--- src/hw/eag_pkg.sv ---
// constants for the ega attribute and graphics register bank
// assumes one 10 MHz clock and synchronous host i/o strobes
package eag_pkg;
  // i/o port addresses
  localparam logic [15:0] PORT_ATTR_WR   = 16'h03C0;
  localparam logic [15:0] PORT_ATTR_RD   = 16'h03C1;
  localparam logic [15:0] PORT_STATUS0   = 16'h03C2;
  localparam logic [15:0] PORT_GFX_INDEX = 16'h03CE;
  localparam logic [15:0] PORT_GFX_DATA  = 16'h03CF;
  localparam logic [15:0] PORT_STAT1_MON = 16'h03BA;
  localparam logic [15:0] PORT_STAT1_COL = 16'h03DA;
  // attribute indices
  localparam logic [4:0] IDX_PALETTE_LAST  = 5'h0F;
  localparam logic [4:0] IDX_ATTR_MODE     = 5'h10;
  localparam logic [4:0] IDX_BORDER        = 5'h11;
  localparam logic [4:0] IDX_PLANE_ENABLE  = 5'h12;
  localparam logic [4:0] IDX_PIXEL_SHIFT   = 5'h13;
  // graphics indices
  localparam logic [3:0] IDX_GFX_MODE      = 4'h5;
  // field masks and fixed bits
  localparam logic [7:0] MASK_COLOR6       = 8'h3F;
  localparam logic [7:0] MASK_LOW4         = 8'h0F;
  localparam logic [7:0] MASK_GFX_MODE     = 8'h3F;
  localparam logic [3:0] STATUS0_LOW_ONES  = 4'hF;
  localparam int         STAT_SENSE_BIT    = 4;
  // write mode codes
  localparam logic [1:0] WMODE_0           = 2'h0;
  localparam logic [1:0] WMODE_1           = 2'h1;
  localparam logic [1:0] WMODE_2           = 2'h2;
  localparam logic [1:0] WMODE_ILLEGAL     = 2'h3;
  // largest pixel shifts
  localparam logic [3:0] SHIFT_MAX_NINE    = 4'h9;
  localparam logic [3:0] SHIFT_MAX_OTHER   = 4'h8;
  // reset values
  localparam logic [7:0] RST_REG8          = 8'h00;
  localparam logic [5:0] RST_COLOR         = 6'h00;
  localparam logic [4:0] RST_INDEX         = 5'h00;
  localparam logic [3:0] RST_INDEX4        = 4'h0;
endpackage

--- src/hw/eag_palette_mem.sv ---
// sixteen-entry palette store, six colour bits each
// one write port, two read ports whose data come out of registers
`timescale 1ns/10ps
`default_nettype none
module eag_palette_mem (
  input  wire logic       clk,
  input  wire logic       wr_en,
  input  wire logic [3:0] wr_addr,
  input  wire logic [5:0] wr_data,
  input  wire logic [3:0] host_addr,
  output logic      [5:0] host_data,
  input  wire logic [3:0] pix_addr,
  output logic      [5:0] pix_data
);
  logic [5:0] mem [16];

  // contents have no reset; software loads the palette before display
  always_ff @(posedge clk) begin
    if (wr_en) begin
      mem[wr_addr] <= wr_data;
    end
    host_data <= mem[host_addr];
    pix_data  <= mem[pix_addr];
  end
endmodule
`default_nettype wire

--- src/hw/eag_regs.sv ---
// ega attribute, graphics write mode and status register bank
// host strobes are one-cycle pulses synchronous to clk; pixel_en is a
// one-cycle enable from the pixel clock divider
//
// Summary of operation
// - write mode code 00, 01, 10 selects write mode 0, 1, 2
// - illegal write mode code 11 acts as write mode 1
// - sixteen palette entries at attribute indices 00 to 0F
// - palette low six bits drive the six colour lines directly
// - border register low six bits give the border colour
// - plane enable bits 5:4 steer two colour lines to status1
// - pixel shift low four bits set the left shift in pixels
// - shift limit is 9 in nine-dot mono text, else 8
// - attribute mode bits 7:4 do nothing; bits 3:0 kept
// - monitor sense result reads at status port 3C2 bit 4
// - each dac channel takes a six-bit level 0 to 63
// - status bit 4 may return stored switch info when enabled
`timescale 1ns/10ps
`default_nettype none
module eag_regs (
  input  wire logic        clk,
  input  wire logic        rstn,
  input  wire logic [15:0] io_addr,
  input  wire logic        io_wr,
  input  wire logic        io_rd,
  input  wire logic [7:0]  io_wdata,
  output logic      [7:0]  io_rdata,
  output logic             io_rvalid,
  input  wire logic        pixel_en,
  input  wire logic        pixel_active,
  input  wire logic [3:0]  pixel_index,
  input  wire logic        nine_dot_mono,
  input  wire logic        monitor_sense_result,
  input  wire logic        switch_sel_en,
  input  wire logic        switch_info_store,
  input  wire logic        crt_irq_pending,
  input  wire logic        vretrace,
  input  wire logic        display_disable,
  input  wire logic        pen_switch_open,
  input  wire logic        pen_trigger_set,
  input  wire logic [5:0]  dac_code_red,
  input  wire logic [5:0]  dac_code_green,
  input  wire logic [5:0]  dac_code_blue,
  output logic      [5:0]  dac_level_red,
  output logic      [5:0]  dac_level_green,
  output logic      [5:0]  dac_level_blue,
  output logic      [5:0]  video_color_line,
  output logic      [1:0]  write_mode,
  output logic      [3:0]  pixel_shift,
  output logic      [3:0]  attr_mode_bits
);
  logic       attr_ff_reg;
  logic [4:0] attr_index_reg;
  logic [3:0] gfx_index_reg;
  logic [7:0] gfx_mode_reg;
  logic [3:0] attr_mode_reg;
  logic [5:0] border_reg;
  logic [7:0] plane_en_reg;
  logic [3:0] shift_reg;
  logic       rd_pend_reg;
  logic [15:0] rd_addr_reg;
  logic       active_d_reg;
  logic       pix_step_reg;
  logic [5:0] host_pal;
  logic [5:0] pix_pal;

  // address decode
  wire wr_attr   = io_wr && (io_addr == eag_pkg::PORT_ATTR_WR);
  wire wr_attr_d = wr_attr && attr_ff_reg;
  wire wr_gfx_i  = io_wr && (io_addr == eag_pkg::PORT_GFX_INDEX);
  wire wr_gfx_d  = io_wr && (io_addr == eag_pkg::PORT_GFX_DATA);
  wire rd_stat1  = io_rd && ((io_addr == eag_pkg::PORT_STAT1_MON) ||
                             (io_addr == eag_pkg::PORT_STAT1_COL));
  wire idx_pal   = (attr_index_reg <= eag_pkg::IDX_PALETTE_LAST);
  wire wr_pal    = wr_attr_d && idx_pal;

  // colour plane enable masks the pixel index before palette lookup
  wire [3:0] pix_addr = pixel_index & plane_en_reg[3:0];

  eag_palette_mem u_pal (
    .clk       (clk),
    .wr_en     (wr_pal),
    .wr_addr   (attr_index_reg[3:0]),
    .wr_data   (io_wdata[5:0]),
    .host_addr (attr_index_reg[3:0]),
    .host_data (host_pal),
    .pix_addr  (pix_addr),
    .pix_data  (pix_pal)
  );

  // index/data flip-flop: a status1 read rearms it to index
  wire attr_ff_next = rd_stat1 ? 1'b0 : (wr_attr ? ~attr_ff_reg : attr_ff_reg);

  always_ff @(posedge clk) begin
    if (!rstn) begin
      attr_ff_reg    <= 1'b0;
      attr_index_reg <= eag_pkg::RST_INDEX;
      gfx_index_reg  <= eag_pkg::RST_INDEX4;
    end else begin
      attr_ff_reg <= attr_ff_next;
      if (wr_attr && !attr_ff_reg) begin
        attr_index_reg <= io_wdata[4:0];
      end
      if (wr_gfx_i) begin
        gfx_index_reg <= io_wdata[3:0];
      end
    end
  end

  // register writes; unused bits are dropped, except plane enable, which stores all eight
  always_ff @(posedge clk) begin
    if (!rstn) begin
      gfx_mode_reg  <= eag_pkg::RST_REG8;
      attr_mode_reg <= eag_pkg::RST_INDEX4;
      border_reg    <= eag_pkg::RST_COLOR;
      plane_en_reg  <= eag_pkg::RST_REG8;
      shift_reg     <= eag_pkg::RST_INDEX4;
    end else begin
      if (wr_gfx_d && (gfx_index_reg == eag_pkg::IDX_GFX_MODE)) begin
        gfx_mode_reg <= io_wdata & eag_pkg::MASK_GFX_MODE;
      end
      if (wr_attr_d && (attr_index_reg == eag_pkg::IDX_ATTR_MODE)) begin
        attr_mode_reg <= io_wdata[3:0];
      end
      if (wr_attr_d && (attr_index_reg == eag_pkg::IDX_BORDER)) begin
        border_reg <= io_wdata[5:0];
      end
      if (wr_attr_d && (attr_index_reg == eag_pkg::IDX_PLANE_ENABLE)) begin
        plane_en_reg <= io_wdata;
      end
      if (wr_attr_d && (attr_index_reg == eag_pkg::IDX_PIXEL_SHIFT)) begin
        shift_reg <= io_wdata[3:0];
      end
    end
  end

  // effective write mode: code 11 folds onto mode 1
  wire [1:0] wmode_code = gfx_mode_reg[1:0];
  wire [1:0] wmode_next = (wmode_code == eag_pkg::WMODE_ILLEGAL) ?
                          eag_pkg::WMODE_1 : wmode_code;

  // shift limit depends on the nine-dot monochrome text mode
  wire [3:0] shift_max  = nine_dot_mono ? eag_pkg::SHIFT_MAX_NINE :
                                          eag_pkg::SHIFT_MAX_OTHER;
  wire [3:0] shift_next = (shift_reg > shift_max) ? shift_max :
                                                    shift_reg;

  // colour lines: palette during active video, border otherwise;
  // the palette read takes one clock, so the active flag is delayed
  wire [5:0] color_next = active_d_reg ? pix_pal : border_reg;

  always_ff @(posedge clk) begin
    if (!rstn) begin
      active_d_reg     <= 1'b0;
      pix_step_reg     <= 1'b0;
      video_color_line <= eag_pkg::RST_COLOR;
      write_mode       <= eag_pkg::WMODE_0;
      pixel_shift      <= eag_pkg::RST_INDEX4;
      attr_mode_bits   <= eag_pkg::RST_INDEX4;
      dac_level_red    <= eag_pkg::RST_COLOR;
      dac_level_green  <= eag_pkg::RST_COLOR;
      dac_level_blue   <= eag_pkg::RST_COLOR;
    end else begin
      pix_step_reg <= pixel_en;
      if (pixel_en) begin
        active_d_reg <= pixel_active;
      end
      if (pix_step_reg) begin
        video_color_line <= color_next;
      end
      write_mode      <= wmode_next;
      pixel_shift     <= shift_next;
      attr_mode_bits  <= attr_mode_reg;
      dac_level_red   <= dac_code_red;
      dac_level_green <= dac_code_green;
      dac_level_blue  <= dac_code_blue;
    end
  end

  // video status multiplexer onto status1 bits 5:4
  logic [1:0] stat_mux;
  always_comb begin
    stat_mux = {video_color_line[2], video_color_line[0]};
    case (plane_en_reg[5:4])
      2'h0:    stat_mux = {video_color_line[2], video_color_line[0]};
      2'h1:    stat_mux = {video_color_line[5], video_color_line[4]};
      2'h2:    stat_mux = {video_color_line[3], video_color_line[1]};
      2'h3:    stat_mux = {video_color_line[5], video_color_line[4]};
      default: stat_mux = {video_color_line[2], video_color_line[0]};
    endcase
  end

  // monitor sense is passed as is; its meaning outside active video is
  // undefined, so software must time its read
  wire sense_bit = switch_sel_en ? switch_info_store :
                                   monitor_sense_result;
  wire [7:0] status0 = {crt_irq_pending, 2'b00, sense_bit,
                        eag_pkg::STATUS0_LOW_ONES};
  wire [7:0] status1 = {1'b0, 1'b1, stat_mux, vretrace,
                        pen_switch_open, pen_trigger_set, display_disable};

  // attribute readback by index; unmapped indices read zero
  logic [7:0] attr_rd;
  always_comb begin
    attr_rd = eag_pkg::RST_REG8;
    if (idx_pal) begin
      attr_rd = {2'b00, host_pal};
    end else begin
      case (attr_index_reg)
        eag_pkg::IDX_ATTR_MODE:    attr_rd = {4'h0, attr_mode_reg};
        eag_pkg::IDX_BORDER:       attr_rd = {2'b00, border_reg};
        eag_pkg::IDX_PLANE_ENABLE: attr_rd = plane_en_reg;
        eag_pkg::IDX_PIXEL_SHIFT:  attr_rd = {4'h0, shift_reg};
        default:                   attr_rd = eag_pkg::RST_REG8;
      endcase
    end
  end

  wire sel_gfx_mode = (gfx_index_reg == eag_pkg::IDX_GFX_MODE);
  logic [7:0] rd_mux;
  always_comb begin
    rd_mux = eag_pkg::RST_REG8;
    case (rd_addr_reg)
      eag_pkg::PORT_ATTR_WR:   rd_mux = {3'b000, attr_index_reg};
      eag_pkg::PORT_ATTR_RD:   rd_mux = attr_rd;
      eag_pkg::PORT_STATUS0:   rd_mux = status0;
      eag_pkg::PORT_GFX_INDEX: rd_mux = {4'h0, gfx_index_reg};
      eag_pkg::PORT_GFX_DATA:  rd_mux = sel_gfx_mode ? gfx_mode_reg :
                                                       eag_pkg::RST_REG8;
      eag_pkg::PORT_STAT1_MON: rd_mux = status1;
      eag_pkg::PORT_STAT1_COL: rd_mux = status1;
      default:                 rd_mux = eag_pkg::RST_REG8;
    endcase
  end

  // two-cycle read keeps the palette memory's registered output usable
  always_ff @(posedge clk) begin
    if (!rstn) begin
      rd_pend_reg <= 1'b0;
      rd_addr_reg <= 16'h0000;
      io_rdata    <= eag_pkg::RST_REG8;
      io_rvalid   <= 1'b0;
    end else begin
      rd_pend_reg <= io_rd;
      if (io_rd) begin
        rd_addr_reg <= io_addr;
      end
      io_rvalid <= rd_pend_reg;
      if (rd_pend_reg) begin
        io_rdata <= rd_mux;
      end
    end
  end
endmodule
`default_nettype wire

--- config.mk ---
export PLATFORM = sky130hd
export DESIGN_NAME = eag_regs
export DESIGN_NICKNAME = d
export VERILOG_FILES = /design/src/hw/eag_pkg.sv /design/src/hw/eag_palette_mem.sv /design/src/hw/eag_regs.sv
export SDC_FILE = /design/constraint.sdc
export NUM_CORES = 1
export LEC_CHECK = 0
export ABC_AREA = 1
export BUFFER_PORTS_ARGS = -buffer_cell sky130_fd_sc_hd__clkbuf_2
export CELL_PAD_IN_SITES_DETAIL_PLACEMENT = 1
export CELL_PAD_IN_SITES_GLOBAL_PLACEMENT = 1
export CORE_MARGIN = 4
export CORE_UTILIZATION = 48
export DETAILED_ROUTE_END_ITERATION = 10
export PLACE_DENSITY = 0.94
export SYNTH_ARGS = -nofsm -noshare
export SYNTH_HDL_FRONTEND = slang
export SYNTH_SLANG_ARGS = --single-unit
--- constraint.sdc ---
create_clock -name clk -period 4.95 [get_ports clk]
set_clock_uncertainty 0.15 [all_clocks]
set_input_delay 0.99 -clock clk [delete_from_list [all_inputs] [get_ports clk]]
set_output_delay 0.99 -clock clk [all_outputs]
set_load 0.05 [all_outputs]
After elaboration in Yosys (flattened, before gate mapping)
Memories as Yosys holds them, arrays and structs flattened. A register that Yosys moved wholly into a read port is not among the register bits.
Cells that the tools add are included.

word-level totals
  bits in registers = 100
  bits in writable memories = 96
  input port bits = 61
  output and inout bits = 43
  logic and storage cells = 80
  memories kept = 1

operators by class
  $lt $le $gt $ge = 2
  equal/unequal tests = 21
  muxes and demuxes = 12
  bitwise gates (word level) = 3
  reduce and logical (&&, ||, !) cells = 19

memory list
  name       words  bits a word  read ports  clocked after Yosys merged registers in  wr ports  RTL line               source
  u_pal.mem  16     6            2           2                                        1         eag_palette_mem.sv:15  logic [5:0] mem [16];

operators with widths
  cell                                                  count
  == test 16 x 10 -> 1 bit (second input constant)      12
  one-hot mux 8 bit (6 select lines)                    1
  one-hot mux 8 bit (4 select lines)                    1
  == test 5 bit (second input constant)                 4
  logical AND 1 bit                                     12
  2-to-1 mux 6 bit                                      2
  2-to-1 mux 8 bit                                      1
  OR reduction 2 bit                                    4
  == test 2 bit (second input constant)                 3
  one-hot mux 2 bit (3 select lines)                    1
  <= comparator 5 x 4 -> 1 bit (second input constant)  1
  2-to-1 mux 1 bit                                      5
  bitwise AND 4 bit                                     1
  == test 4 x 3 -> 1 bit (second input constant)        1
  > comparator 4 bit                                    1
  2-to-1 mux 4 bit                                      1
  == test 2 x 1 -> 1 bit (second input constant)        1
  logical NOT 2 bit                                     1
  inverter 1 bit                                        2
  logical NOT 1 bit                                     1
  logical OR 1 bit                                      1

Longest topological paths before layout
Gate-level depths: netlist of the first run.

  word-level depth = 6
  gate-level depth with buffers = 12

By module
From an unflattened synthesis of the first run, not the netlist that was laid out.

second synthesis, totals
  cells, all modules = 1283
  area total of the unflattened synthesis = 9763.1 sq um

modules (own cells, without submodules)
  module           times used  cells an instance  area each (sq um)  sequential area each (sq um)
  eag_palette_mem  1           645                5407.7             3123.0
  eag_regs         1           638                4355.4             2001.9

Least setup slack after synthesis of the first run
No wires, ideal clock.

  path kind = input to register
  from = input io_addr[4]
  to = memory u_pal.mem[1][0], enable pin
  data arrival time = 2.167 ns
  required time = 4.450 ns
  path slack = 2.283 ns
  stages = 7
  path buffers = 0
  path through = nor2_1 > nand3_2 > nor3_4 > nand3_2 > nor2_1 > nand2_1 > nor2_1

between the ends
  cells in the longest elaborated chain, start to end = 6

ends and longest elaborated chain
  what                                    RTL line               source
  start: declaration                      eag_regs.sv:23         input wire logic [15:0] io_addr,
  == test 16 x 10 -> 1 bit                eag_regs.sv:68         wire wr_attr = io_wr && (io_addr == eag_pkg::PORT_ATTR_WR);
  logical AND 1 bit                       eag_regs.sv:68
  logical AND 1 bit                       eag_regs.sv:69         wire wr_attr_d = wr_attr && attr_ff_reg;
  logical AND 1 bit                       eag_regs.sv:75         wire wr_pal = wr_attr_d && idx_pal;
  2-to-1 mux 1 bit                        eag_palette_mem.sv:19  if (wr_en) begin
  2-to-1 mux 1 bit (not written as such)  eag_palette_mem.sv:20  mem[wr_addr] <= wr_data;
  end: declaration                        eag_palette_mem.sv:15

No other way between the ends.

Final worst setup path of the first run
  from = input io_addr[13]
  to = memory u_pal.mem[13][1], enable pin

The elaborated chain is that of the path after synthesis.

==> results of run 1 <==
[cell usage in the layout, fill, tap and decap left out, types with 2 or more instances in the layout]
cell / n
a211oi_1: 12
o21ai_0: 62
inv_2: 4
nand4_1: 15
nand3_1: 43
nand2_1: 205
nand3_2: 4
bufinv_16: 3
a31oi_1: 2
o221ai_1: 4
nor3_2: 14
nor2_1: 138
edfxtp_1: 96
nor2_2: 3
o311ai_1: 3
clkinvlp_4: 2
dfxtp_1: 112
inv_1: 88
nor2_4: 7
a21oi_1: 100
o31ai_1: 2
clkbuf_2: 103
a22oi_1: 48
clkbuf_8: 3
clkbuf_16: 23
buf_4: 4
nor3_1: 12
clkbuf_1: 6
mux2i_1: 3
nand2_2: 4
o211ai_1: 11
clkinv_2: 3
[synthesized netlist by cell type, types with 2 or more instances]
master and instances:
o221ai_1 4, nor2_1 138, o311ai_1 3, buf_1 2, o211ai_1 11, inv_1 88, a211oi_1 12, nand2_1 205
clkbuf_1 31, a22oi_1 48, o31ai_1 2, nand2_2 4, buf_2 9, a31oi_1 2, nor2_2 3, a21oi_1 100
o21ai_0 62, edfxtp_1 96, nor3_2 14, nand3_1 43, dfxtp_1 112, nor2_4 7, nor3_1 12, buf_6 5
nand4_1 15, inv_2 4, nand3_2 4, mux2i_1 3
[per-layer routing]
layer | GRT usage (%) | part of all wire (%) | vias to the layer above
met1 | 37.68 | 36 | 4316
met3 | 6.817 | 10 | 179
met4 | 15.70 | 5.9 | 2
met5 | 0 | 0.020 | -
met2 | 52.95 | 48 | 627
li1 | - | - | 3795
[worst register-to-register path: cells and delay by family, from the launching register on]
family / cells / cell delay [ns]
AO/OA/AOI/OAI: 3 / 0.83
AND/OR/NAND/NOR: 2 / 0.50
flip-flops: 1 / 0.41
buffers and inverters: 1 / 0.91
[worst paths after layout]
check,startpoint,slack [ns],to,cells after the start
worst max register to register,plane_en_reg[1],2.10,u_pal.pix_data[5],6
worst max-delay path,io_addr[13],1.93,u_pal.mem[13][1],8
worst min-delay path,attr_mode_reg[0],0.30,attr_mode_bits[0],2
worst min register to register,attr_mode_reg[0],0.30,attr_mode_bits[0],2
[area by class of cell]
| cell class | count | area (um^2) |
|---|---|---|
| Tap cell | 260 | 325.3 |
| Clock inverter | 9 | 127.6 |
| Inverter | 93 | 350.3 |
| Fill cell | 2243 | 8192 |
| Sequential cell | 208 | 5125 |
| Clock buffer | 32 | 639.4 |
| Timing Repair Buffer | 107 | 545.5 |
| Multi-Input combinational cell | 708 | 3588 |
[logic make-up after synthesis]
| logic type | Yosys count |
|---|---|
| XOR/XNOR | 1 |
| AO/OA/AOI/OAI | 248 |
| adder cells (fa/ha/maj) | 1 |
| flip-flops | 208 |
| buffers and inverters | 141 |
| multiplexers | 4 |
| AND/OR/NAND/NOR | 454 |
[power breakdown]
group          total (mW)  switching, mW  internal, mW
Combinational       0.183          0.140        0.0437
Clock                1.79          0.735          1.06
Sequential           1.83         0.0157          1.82
==> flow_metrics.py, run 1 <==
metrics = {
    "clocking": {
        "count_of_instances_resized_after_the_clock_tree_is_built": 0,
        "cts.clk_slew.worst_paths_ns": 0.07,
        "cts_sinks": 208,
        "number_of_levels_the_h_tree_was_split_into": 1,
        "max-clock-path-buffers": 3,
        "post-cts-setup-buffers": 0,
        "cts_hold_buffers": 0,
        "clk_latency_ns": 0.53,
        "cts_tree": "built",
        "numCtsBuffers": 23,
        "root_buffer": "clkbuf_16",
    },
    "hold_path": {
        "holdCritPathClass": "flip-flop to flip-flop",
    },
    "die": {
        "num_rows": 50,
        "coreArea_um2": 18890,
        "die-height_um": 147.2,
        "die_area_um2": 21660,
        "die_width_um": 147.2,
        "initial_core_util_pct": 49.21,
        "top_level_ports": 104,
    },
    "final_layout": {
        "drive_above_1_share_pct": 16.08,
        "antenna_cells": 0,
        "finish.cell_count_without_fillers": 1417,
        "layout.core_utilization_pct": 56.64,
        "final_nets": 1203,
        "postLayoutCellArea_um2": 10700,
        "largest_register_ffs": 96,
        "areaGrowthSynthToFinish_pct": 15.11,
    },
    "critical_path": {
        "timing.critical_path.buf_inv": 1,
        "timing.critical_path.slowest_stage_cell": "nor2_1",
        "crit_arrival_ns": 3.04,
        "top_cell_family_by_delay_on_the_critical_path": "simple AND/OR/NAND/NOR gates",
        "critPathRequiredTime_ns": 4.96,
        "endpoint_kind_of_the_worst_setup_timing_path": "flip-flop",
        "crit_top_cell": "nor2_1",
        "critPathMaxStageDelay_ns": 0.63,
        "critical_path.max_fanout": 6,
        "crit_path_start_kind": "primary input",
        "crit_chain": "clkbuf_2 -> nor2_1 -> nand2_1 -> nor3_4 -> nand3_2 -> nor2_1 -> nand2_1 -> nor2_1",
        "critPathKind": "primary input to flip-flop",
    },
    "placement": {
        "routabilityCongestion": 0.9339,
        "post_dp_cell_area_um2": 9935,
        "post-place-cells": 1376,
        "port_buffers": 103,
        "place_hpwl_mm": 20.63,
        "placement.setup.worst_slack_ns": 1.528,
    },
    "logic_synthesis": {
        "synth_area_leader_cell": "edfxtp_1",
        "synthTopCellsByArea": "edfxtp_1, dfxtp_1, nand2_1, nor2_1, a21oi_1",
        "number_of_enable_flip_flop_cells_after_synthesis": 96,
        "mappedNetlistNets": 1119,
        "postSynth.asyncResetShare_pct": 0,
        "synthesis.instances": 1057,
        "compound_gate_fraction_of_synth_area_pct": 15.84,
        "synth.distinct_cells": 46,
        "syn_area_per_cell_um2": 8.795,
        "synth_top_flop_cell": "dfxtp_1",
        "postSynthRegisterBits": 208,
        "ys_seq_area_share_pct": 55.13,
        "yosys.area_share.adder_pct": 0.1346,
        "synthXorXnorAreaFrac_pct": 0.09421,
        "largest_family_of_logic_cells_by_synthesized_area": "simple AND/OR/NAND/NOR gates",
        "multiplexer_share_of_the_synthesized_area_pct": 0.4441,
        "synth_simple_gate_area_share_pct": 22.09,
        "synth_warnings": 0,
        "synth_top_area_share_pct": 31.01,
        "mappedNetlistArea_um2": 9296,
    },
    "routing": {
        "route.detailed.wl_per_inst_um": 24.62,
        "drtAntennaViolNets": 0,
        "detailed_router_s_first_iteration_violation_count": 1271,
        "number_of_detailed_routing_iterations_run_before_antenna_repair": 5,
        "detailroute.via_count": 8919,
        "detail_route.vias_per_cell": 6.294,
        "route.final.wire_length_mm": 34.88,
        "route.detailed.drc": 0,
    },
    "pwr": {
        "vdd_ir_drop_max_v": 0.0002394,
        "finalPower_mw": 3.811,
        "power_per_cell_area_nw_per_um2": 356.1,
        "power_leakage_nw": 4.413,
    },
    "sta": {
        "hold_viol_final": 0,
        "fmaxAchievable_ghz": 0.3309,
        "rsz0062_at_grt": "no",
        "setup_ws_ns": 1.928,
        "timing.slew.headroom_pct": 24.36,
        "final_min_period_over_clock_period_pct": 61.05,
        "report.final.setup_viol": 0,
        "setup-tns-final_ns": 0,
        "final_max_slew_viol_count": 0,
        "hold-worst-slack_ns": 0.2983,
        "tightestPinTransition_ns": 1.131,
        "period_minus_slack_ns": 3.022,
    },
    "grt": {
        "first_pass_grt_wire_length_mm": 53.05,
        "first_global_vias": 9212,
        "pin_count_of_the_biggest_net_entering_global_routing": 57,
        "grtUsageTotal_pct": 31.26,
        "globalRouteOverflowTotal": 0,
        "antenna_found_initial": 1,
    },
    "run_status": {
        "status": "completed",
    },
    "run": {
        "max-cap-violations": 0,
    },
}
(Power assumes the default switching activity.)
==> run 2, diff against run 1 <==
--- a/config.mk
+++ b/config.mk
@@ -10,9 +10,9 @@
 export CELL_PAD_IN_SITES_DETAIL_PLACEMENT = 1
 export CELL_PAD_IN_SITES_GLOBAL_PLACEMENT = 1
 export CORE_MARGIN = 4
-export CORE_UTILIZATION = 48
+export CORE_UTILIZATION = 40
 export DETAILED_ROUTE_END_ITERATION = 10
-export PLACE_DENSITY = 0.94
+export PLACE_DENSITY = 0.85
 export SYNTH_ARGS = -nofsm -noshare
 export SYNTH_HDL_FRONTEND = slang
 export SYNTH_SLANG_ARGS = --single-unit
==> constraint.sdc (replaced) <==
create_clock -name clk -period 2.5 [get_ports clk]
set_clock_uncertainty 0.15 [all_clocks]
set_input_delay 0.5 -clock clk [delete_from_list [all_inputs] [get_ports clk]]
set_output_delay 0.5 -clock clk [all_outputs]
set_load 0.05 [all_outputs]
==> flow_metrics.py, run 2 (synthesis results as in run 1) <==
metrics = {
    "routing": {
        "drtAntennaViolNets": 0,
        "detailed_router_s_first_iteration_violation_count": 671,
        "detailroute.via_count": 8386,
        "route.detailed.drc": 0,
        "route.final.wire_length_mm": 30.16,
        "number_of_detailed_routing_iterations_run_before_antenna_repair": 5,
        "detail_route.vias_per_cell": 5.543,
        "route.detailed.wl_per_inst_um": 19.94,
    },
    "critical_path": {
        "critical_path.reg2reg.endpoint": "io_rdata[0]",
        "critPathKind": "flip-flop to flip-flop",
        "timing.critical_path.slowest_stage_cell": "dfxtp_1",
        "top_cell_family_by_delay_on_the_critical_path": "simple AND/OR/NAND/NOR gates",
        "reg2reg_from": "attr_index_reg[3]",
        "timing.critical_path.buf_inv": 0,
        "crit_path_start_kind": "flip-flop",
        "regToRegSetupSlack_ns": 0.40,
        "crit_arrival_ns": 2.40,
        "critical_path.max_fanout": 17,
        "critPathRequiredTime_ns": 2.80,
        "crit_chain": "nor2_4 -> nand2_4 -> nor2_4 -> nand2_1 -> nand2_1 -> nor2_1 -> nand2_1 -> nand2_1 -> nand2_1 -> nand2_1 -> a21oi_1",
        "critPathMaxStageDelay_ns": 0.38,
        "endpoint_kind_of_the_worst_setup_timing_path": "flip-flop",
        "worst_reg_to_reg_path_cell_count": 11,
        "crit_top_cell": "nand2_1",
    },
    "sta": {
        "tightestPinTransition_ns": 0.7131,
        "report.final.setup_viol": 0,
        "fmaxAchievable_ghz": 0.4771,
        "final_min_period_over_clock_period_pct": 83.83,
        "period_minus_slack_ns": 2.096,
        "timing.slew.headroom_pct": 52.46,
        "final_max_slew_viol_count": 0,
        "hold_viol_final": 0,
        "rsz0062_at_grt": "no",
    },
    "pwr": {
        "power_per_cell_area_nw_per_um2": 697.6,
        "clock_power_share_pct": 49.0,
        "vdd_ir_drop_max_v": 0.0004835,
        "pwr-share-seq_pct": 46.4,
        "power.switching_mw": 1.759,
        "share_comb_of_total_power_pct": 4.7,
        "cellInternalPower_mw": 6.063,
        "power_leakage_nw": 4.693,
        "finalPower_mw": 7.823,
        "sw_frac_of_total_pct": 22.49,
    },
    "final_layout": {
        "finish.cell_count_without_fillers": 1513,
        "drive_above_1_share_pct": 19.08,
        "layout.core_utilization_pct": 49.23,
        "largest_register_ffs": 96,
        "areaGrowthSynthToFinish_pct": 20.62,
        "antenna_cells": 0,
        "final_nets": 1244,
        "commonest_non_fill_non_tap_cell_in_the_layout": "nand2_1",
        "num-fill-cells": 2687,
        "top_library_cells_by_usage_in_the_layout_fill_and_taps_aside": "nand2_1, nor2_1, dfxtp_1",
    },
    "grt": {
        "globalRouteOverflowTotal": 0,
        "pin_count_of_the_biggest_net_entering_global_routing": 56,
        "antenna_found_initial": 0,
        "first_global_vias": 8833,
        "grtUsageTotal_pct": 22.97,
        "first_pass_grt_wire_length_mm": 47.63,
    },
    "placement": {
        "routabilityCongestion": 0.8814,
        "place_hpwl_mm": 20.05,
        "post-place-cells": 1466,
        "port_buffers": 103,
    },
    "hold_path": {
        "min_delay_worst_endpoint": "dac_level_blue[4]",
        "timing.hold.worst_path_depth": 3,
        "worst_hold_startpoint": "dac_code_blue[4]",
        "holdCritPathClass": "primary input to flip-flop",
    },
    "clocking": {
        "post-cts-setup-buffers": 0,
        "cts.clk_slew.worst_paths_ns": 0.06,
        "cts_sinks": 208,
        "numCtsBuffers": 24,
        "number_of_levels_the_h_tree_was_split_into": 1,
        "clk_latency_ns": 0.52,
        "cts_hold_buffers": 3,
        "cts_tree": "built",
        "max-clock-path-buffers": 3,
        "root_buffer": "clkbuf_16",
        "count_of_instances_resized_after_the_clock_tree_is_built": 0,
    },
    "die": {
        "die-height_um": 160.5,
        "coreArea_um2": 22780,
        "initial_core_util_pct": 40.81,
        "die_area_um2": 25740,
        "top_level_ports": 104,
        "die_width_um": 160.5,
        "num_rows": 55,
    },
    "run": {
        "max-cap-violations": 0,
    },
    "run_status": {
        "status": "completed",
    },
}
## run 2: changes by cell type in the layout (fill, tap and decap cells not counted), sizes merged
cell / change
buf: +37
dlygate4sd3: +3
inv: +3
clkinv: +2
clkinvlp: -2
## run 2: area by class of cell
cell class	count	area (um^2)	share of cell area, %
clock buffer	32	724.4	6.461
tap	313	391.6	3.493
clock inverter	12	155.1	1.384
sequential	208	5125	45.70
multi-input combinational	708	3588	32.00
timing repair buffer	147	878.3	7.833
inverter	93	350.3	3.124
## run 2: worst max path at each step
stage | start | end | depth (start not counted)
finish | attr_index_reg[3] | io_rdata[0] | 11
global route | attr_index_reg[2] | io_rdata[0] | 11
CTS | attr_index_reg[2] | io_rdata[0] | 11
detailed placement | io_addr[5] | u_pal.mem[1][3] | 10
global placement | io_addr[13] | u_pal.mem[5][3] | 10
floorplan | io_addr[4] | u_pal.mem[1][0] | 7
## run 2: power groups by stage
stage / registers, mW / clock network [mW] / logic (mW)
floorplan: 3.77 / 0 / 0.116
global placement: 3.70 / 0 / 0.351
detailed placement: 3.70 / 0 / 0.359
CTS: 3.63 / 3.90 / 0.366
global route: 3.63 / 4.04 / 0.398
finish: 3.63 / 3.83 / 0.365
## run 2: metal layers
metal	wire length, um	global-route usage, %	up-vias	share of wire [%]
met1	12210	28.44	4055	40
met2	14970	40.23	345	50
met4	1102	8.682	0	3.7
li1	-	-	3902	-
met5	0	0	-	0
met3	1875	3.849	84	6.2
## run 2: worst min-delay path, stage by stage
cell,delay (ns)
clkbuf_2,0.07
nand2_1,0.04
inv_1,0.04
## run 2: per-stage QoR
stage / hold WS (ns) / instance area [um^2] / TNS (ns) / worst slack [ns]
3_3_place_gp: 0.2873 / 10300 / 0 / 0.05292
6_report: 0.01303 / 11210 / 0 / 0.4042
2_1_floorplan: 0.2699 / 9296 / 0 / 0.3228
5_1_grt: 0.01613 / 11210 / 0 / 0.2756
4_1_cts: 0.001593 / 11210 / 0 / 0.3986
3_5_place_dp: 0.2908 / 10300 / -0.8384 / -0.03740
==> run 3, diff against run 2 <==
--- a/config.mk
+++ b/config.mk
@@ -10,9 +10,9 @@
 export CELL_PAD_IN_SITES_DETAIL_PLACEMENT = 1
 export CELL_PAD_IN_SITES_GLOBAL_PLACEMENT = 1
 export CORE_MARGIN = 4
-export CORE_UTILIZATION = 40
+export CORE_UTILIZATION = 44
 export DETAILED_ROUTE_END_ITERATION = 10
-export PLACE_DENSITY = 0.85
+export PLACE_DENSITY = 0.88
 export SYNTH_ARGS = -nofsm -noshare
 export SYNTH_HDL_FRONTEND = slang
 export SYNTH_SLANG_ARGS = --single-unit
==> constraint.sdc (replaced) <==
create_clock -name clk -period 2.2 [get_ports clk]
set_clock_uncertainty 0.15 [all_clocks]
set_input_delay 0.44 -clock clk [delete_from_list [all_inputs] [get_ports clk]]
set_output_delay 0.44 -clock clk [all_outputs]
set_load 0.05 [all_outputs]
==> flow_metrics.py, run 3 (synthesis results as in run 1) <==
metrics = {
    "run_status": {
        "status": "completed",
    },
    "grt": {
        "globalRouteOverflowTotal": 0,
        "antenna_found_initial": 0,
        "first_pass_grt_wire_length_mm": 51.44,
        "pin_count_of_the_biggest_net_entering_global_routing": 56,
        "gr-usage-met3_pct": 4.184,
        "globalRouteMet1Util_pct": 32.88,
        "top_usage_layer": "met2",
        "met2_usage_pct": 49.10,
        "grtUsageTotal_pct": 27.21,
        "first_global_vias": 9377,
    },
    "routing": {
        "detail_route.vias_per_cell": 5.802,
        "detailroute.via_count": 8744,
        "detailed_router_s_first_iteration_violation_count": 913,
        "number_of_detailed_routing_iterations_run_before_antenna_repair": 8,
        "route.detailed.drc": 0,
        "route.final.wire_length_mm": 32.67,
        "drtAntennaViolNets": 0,
        "route.detailed.wl_per_inst_um": 21.68,
    },
    "final_layout": {
        "largest_register_ffs": 96,
        "layout.core_utilization_pct": 55.92,
        "drive_above_1_share_pct": 20.29,
        "antenna_cells": 0,
        "seqCellArea_um2": 5125,
        "areaGrowthSynthToFinish_pct": 23.27,
        "multi_input_comb_area_um2": 3588,
        "top_library_cells_by_usage_in_the_layout_fill_and_taps_aside": "nand2_1, nor2_1, dfxtp_1",
        "final_nets": 1282,
        "postLayoutCellArea_um2": 11460,
        "commonest_non_fill_non_tap_cell_in_the_layout": "nand2_1",
        "finish.cell_count_without_fillers": 1507,
        "num-fill-cells": 2396,
    },
    "clocking": {
        "max-clock-path-buffers": 3,
        "count_of_instances_resized_after_the_clock_tree_is_built": 0,
        "post-cts-setup-buffers": 0,
        "number_of_levels_the_h_tree_was_split_into": 1,
        "root_buffer": "clkbuf_16",
        "cts_sinks": 208,
        "cts_hold_buffers": 18,
        "clk_latency_ns": 0.52,
        "cts.clk_slew.worst_paths_ns": 0.06,
        "cts_tree": "built",
        "numCtsBuffers": 23,
    },
    "pwr": {
        "cellInternalPower_mw": 6.871,
        "power_per_cell_area_nw_per_um2": 772.2,
        "sw_frac_of_total_pct": 22.35,
        "share_comb_of_total_power_pct": 5.3,
        "clock_power_share_pct": 48.1,
        "power_leakage_nw": 4.861,
        "pwr-share-seq_pct": 46.6,
        "power.switching_mw": 1.978,
        "vdd_ir_drop_max_v": 0.0005322,
    },
    "critical_path": {
        "setup.worst_path.start": "attr_index_reg[3]",
        "regToRegSetupSlack_ns": 0.15,
        "critical_path.max_fanout": 17,
        "reg2reg_from": "attr_index_reg[3]",
        "critPathRequiredTime_ns": 2.50,
        "crit_arrival_ns": 2.35,
        "critPathKind": "flip-flop to flip-flop",
        "endpoint_kind_of_the_worst_setup_timing_path": "flip-flop",
        "crit_path_start_kind": "flip-flop",
    },
    "sta": {
        "timing.slew.headroom_pct": 53.15,
        "fmaxAchievable_ghz": 0.4882,
        "period_minus_slack_ns": 2.048,
        "final_max_slew_viol_count": 0,
        "tightestPinTransition_ns": 0.7028,
        "rsz0062_at_grt": "no",
        "hold_viol_final": 0,
        "final_min_period_over_clock_period_pct": 93.11,
        "report.final.setup_viol": 0,
    },
    "hold_path": {
        "worst_hold_startpoint": "dac_code_blue[4]",
        "holdCritPathClass": "primary input to flip-flop",
    },
    "die": {
        "coreArea_um2": 20490,
        "die_area_um2": 23520,
        "top_level_ports": 104,
        "num_rows": 52,
        "die-height_um": 153.4,
        "die_width_um": 153.4,
        "initial_core_util_pct": 45.36,
    },
    "placement": {
        "place_hpwl_mm": 21.30,
        "routabilityCongestion": 0.8661,
        "port_buffers": 103,
        "post-place-cells": 1447,
        "post_dp_cell_area_um2": 10440,
    },
    "run": {
        "max-cap-violations": 0,
    },
}
[run 3: cell types whose count changed in the layout (fill, tap and decap cells not counted), moves of 2 or more]
cell	before	now
buf_4	39	62
dlygate4sd3_1	3	18
clkinv_2	2	5
clkbuf_16	27	25
clkinv_4	2	0
[run 3: metal layers]
metal	share of wire (%)	routed length (um)
met1	38	12580
met2	51	16690
met3	6.6	2163
met4	3.8	1239
met5	0	0
[run 3: power groups by stage]
stage / clock, mW / sequential [mW] / combinational (mW)
6_report: 4.26 / 4.12 / 0.468
5_1_grt: 4.46 / 4.13 / 0.504
4_1_cts: 4.31 / 4.12 / 0.465
3_5_place_dp: 0 / 4.21 / 0.432
3_3_place_gp: 0 / 4.20 / 0.418
2_1_floorplan: 0 / 4.29 / 0.131
[run 3: final cells by class]
| cell class | count | area share (%) |
|---|---|---|
| repair buffers | 186 | 10.66 |
| clock inverters | 11 | 1.387 |
| well taps | 270 | 2.948 |
| flip-flops and latches | 208 | 44.72 |
| multi-input cells | 708 | 31.31 |
| inverters | 93 | 3.057 |
| clock buffers | 31 | 5.918 |
[run 3: per-stage QoR]
stage / hold WS (ns) / power (mW) / setup TNS, ns / setup slack, ns
2_1_floorplan: 0.2699 / 4.419 / 0 / 0.08279
3_3_place_gp: 0.2817 / 4.621 / -5.751 / -0.09959
3_5_place_dp: 0.2867 / 4.639 / -12.00 / -0.1757
4_1_cts: 0.001711 / 8.901 / 0 / 0.1703
5_1_grt: 0.01490 / 9.093 / 0 / 0.03506
6_report: 0.03633 / 8.849 / 0 / 0.1516
[run 3: critical path, stage by stage (launching register included)]
cell,delay (ns)
dfxtp_1,0.37
nor2_4,0.25
nand2_4,0.15
nor2_4,0.38
nand2_1,0.14
nand2_1,0.11
nor2_1,0.06
nand2_1,0.06
nand2_1,0.06
nand2_1,0.07
nand2_1,0.06
a21oi_1,0.12
[run 3: final timing paths]
check,endpoint,cells past startpoint
setup / recovery,io_rdata[0],11
hold / removal,dac_level_blue[4],3
setup reg to reg,io_rdata[0],11
hold reg to reg,attr_mode_bits[3],2
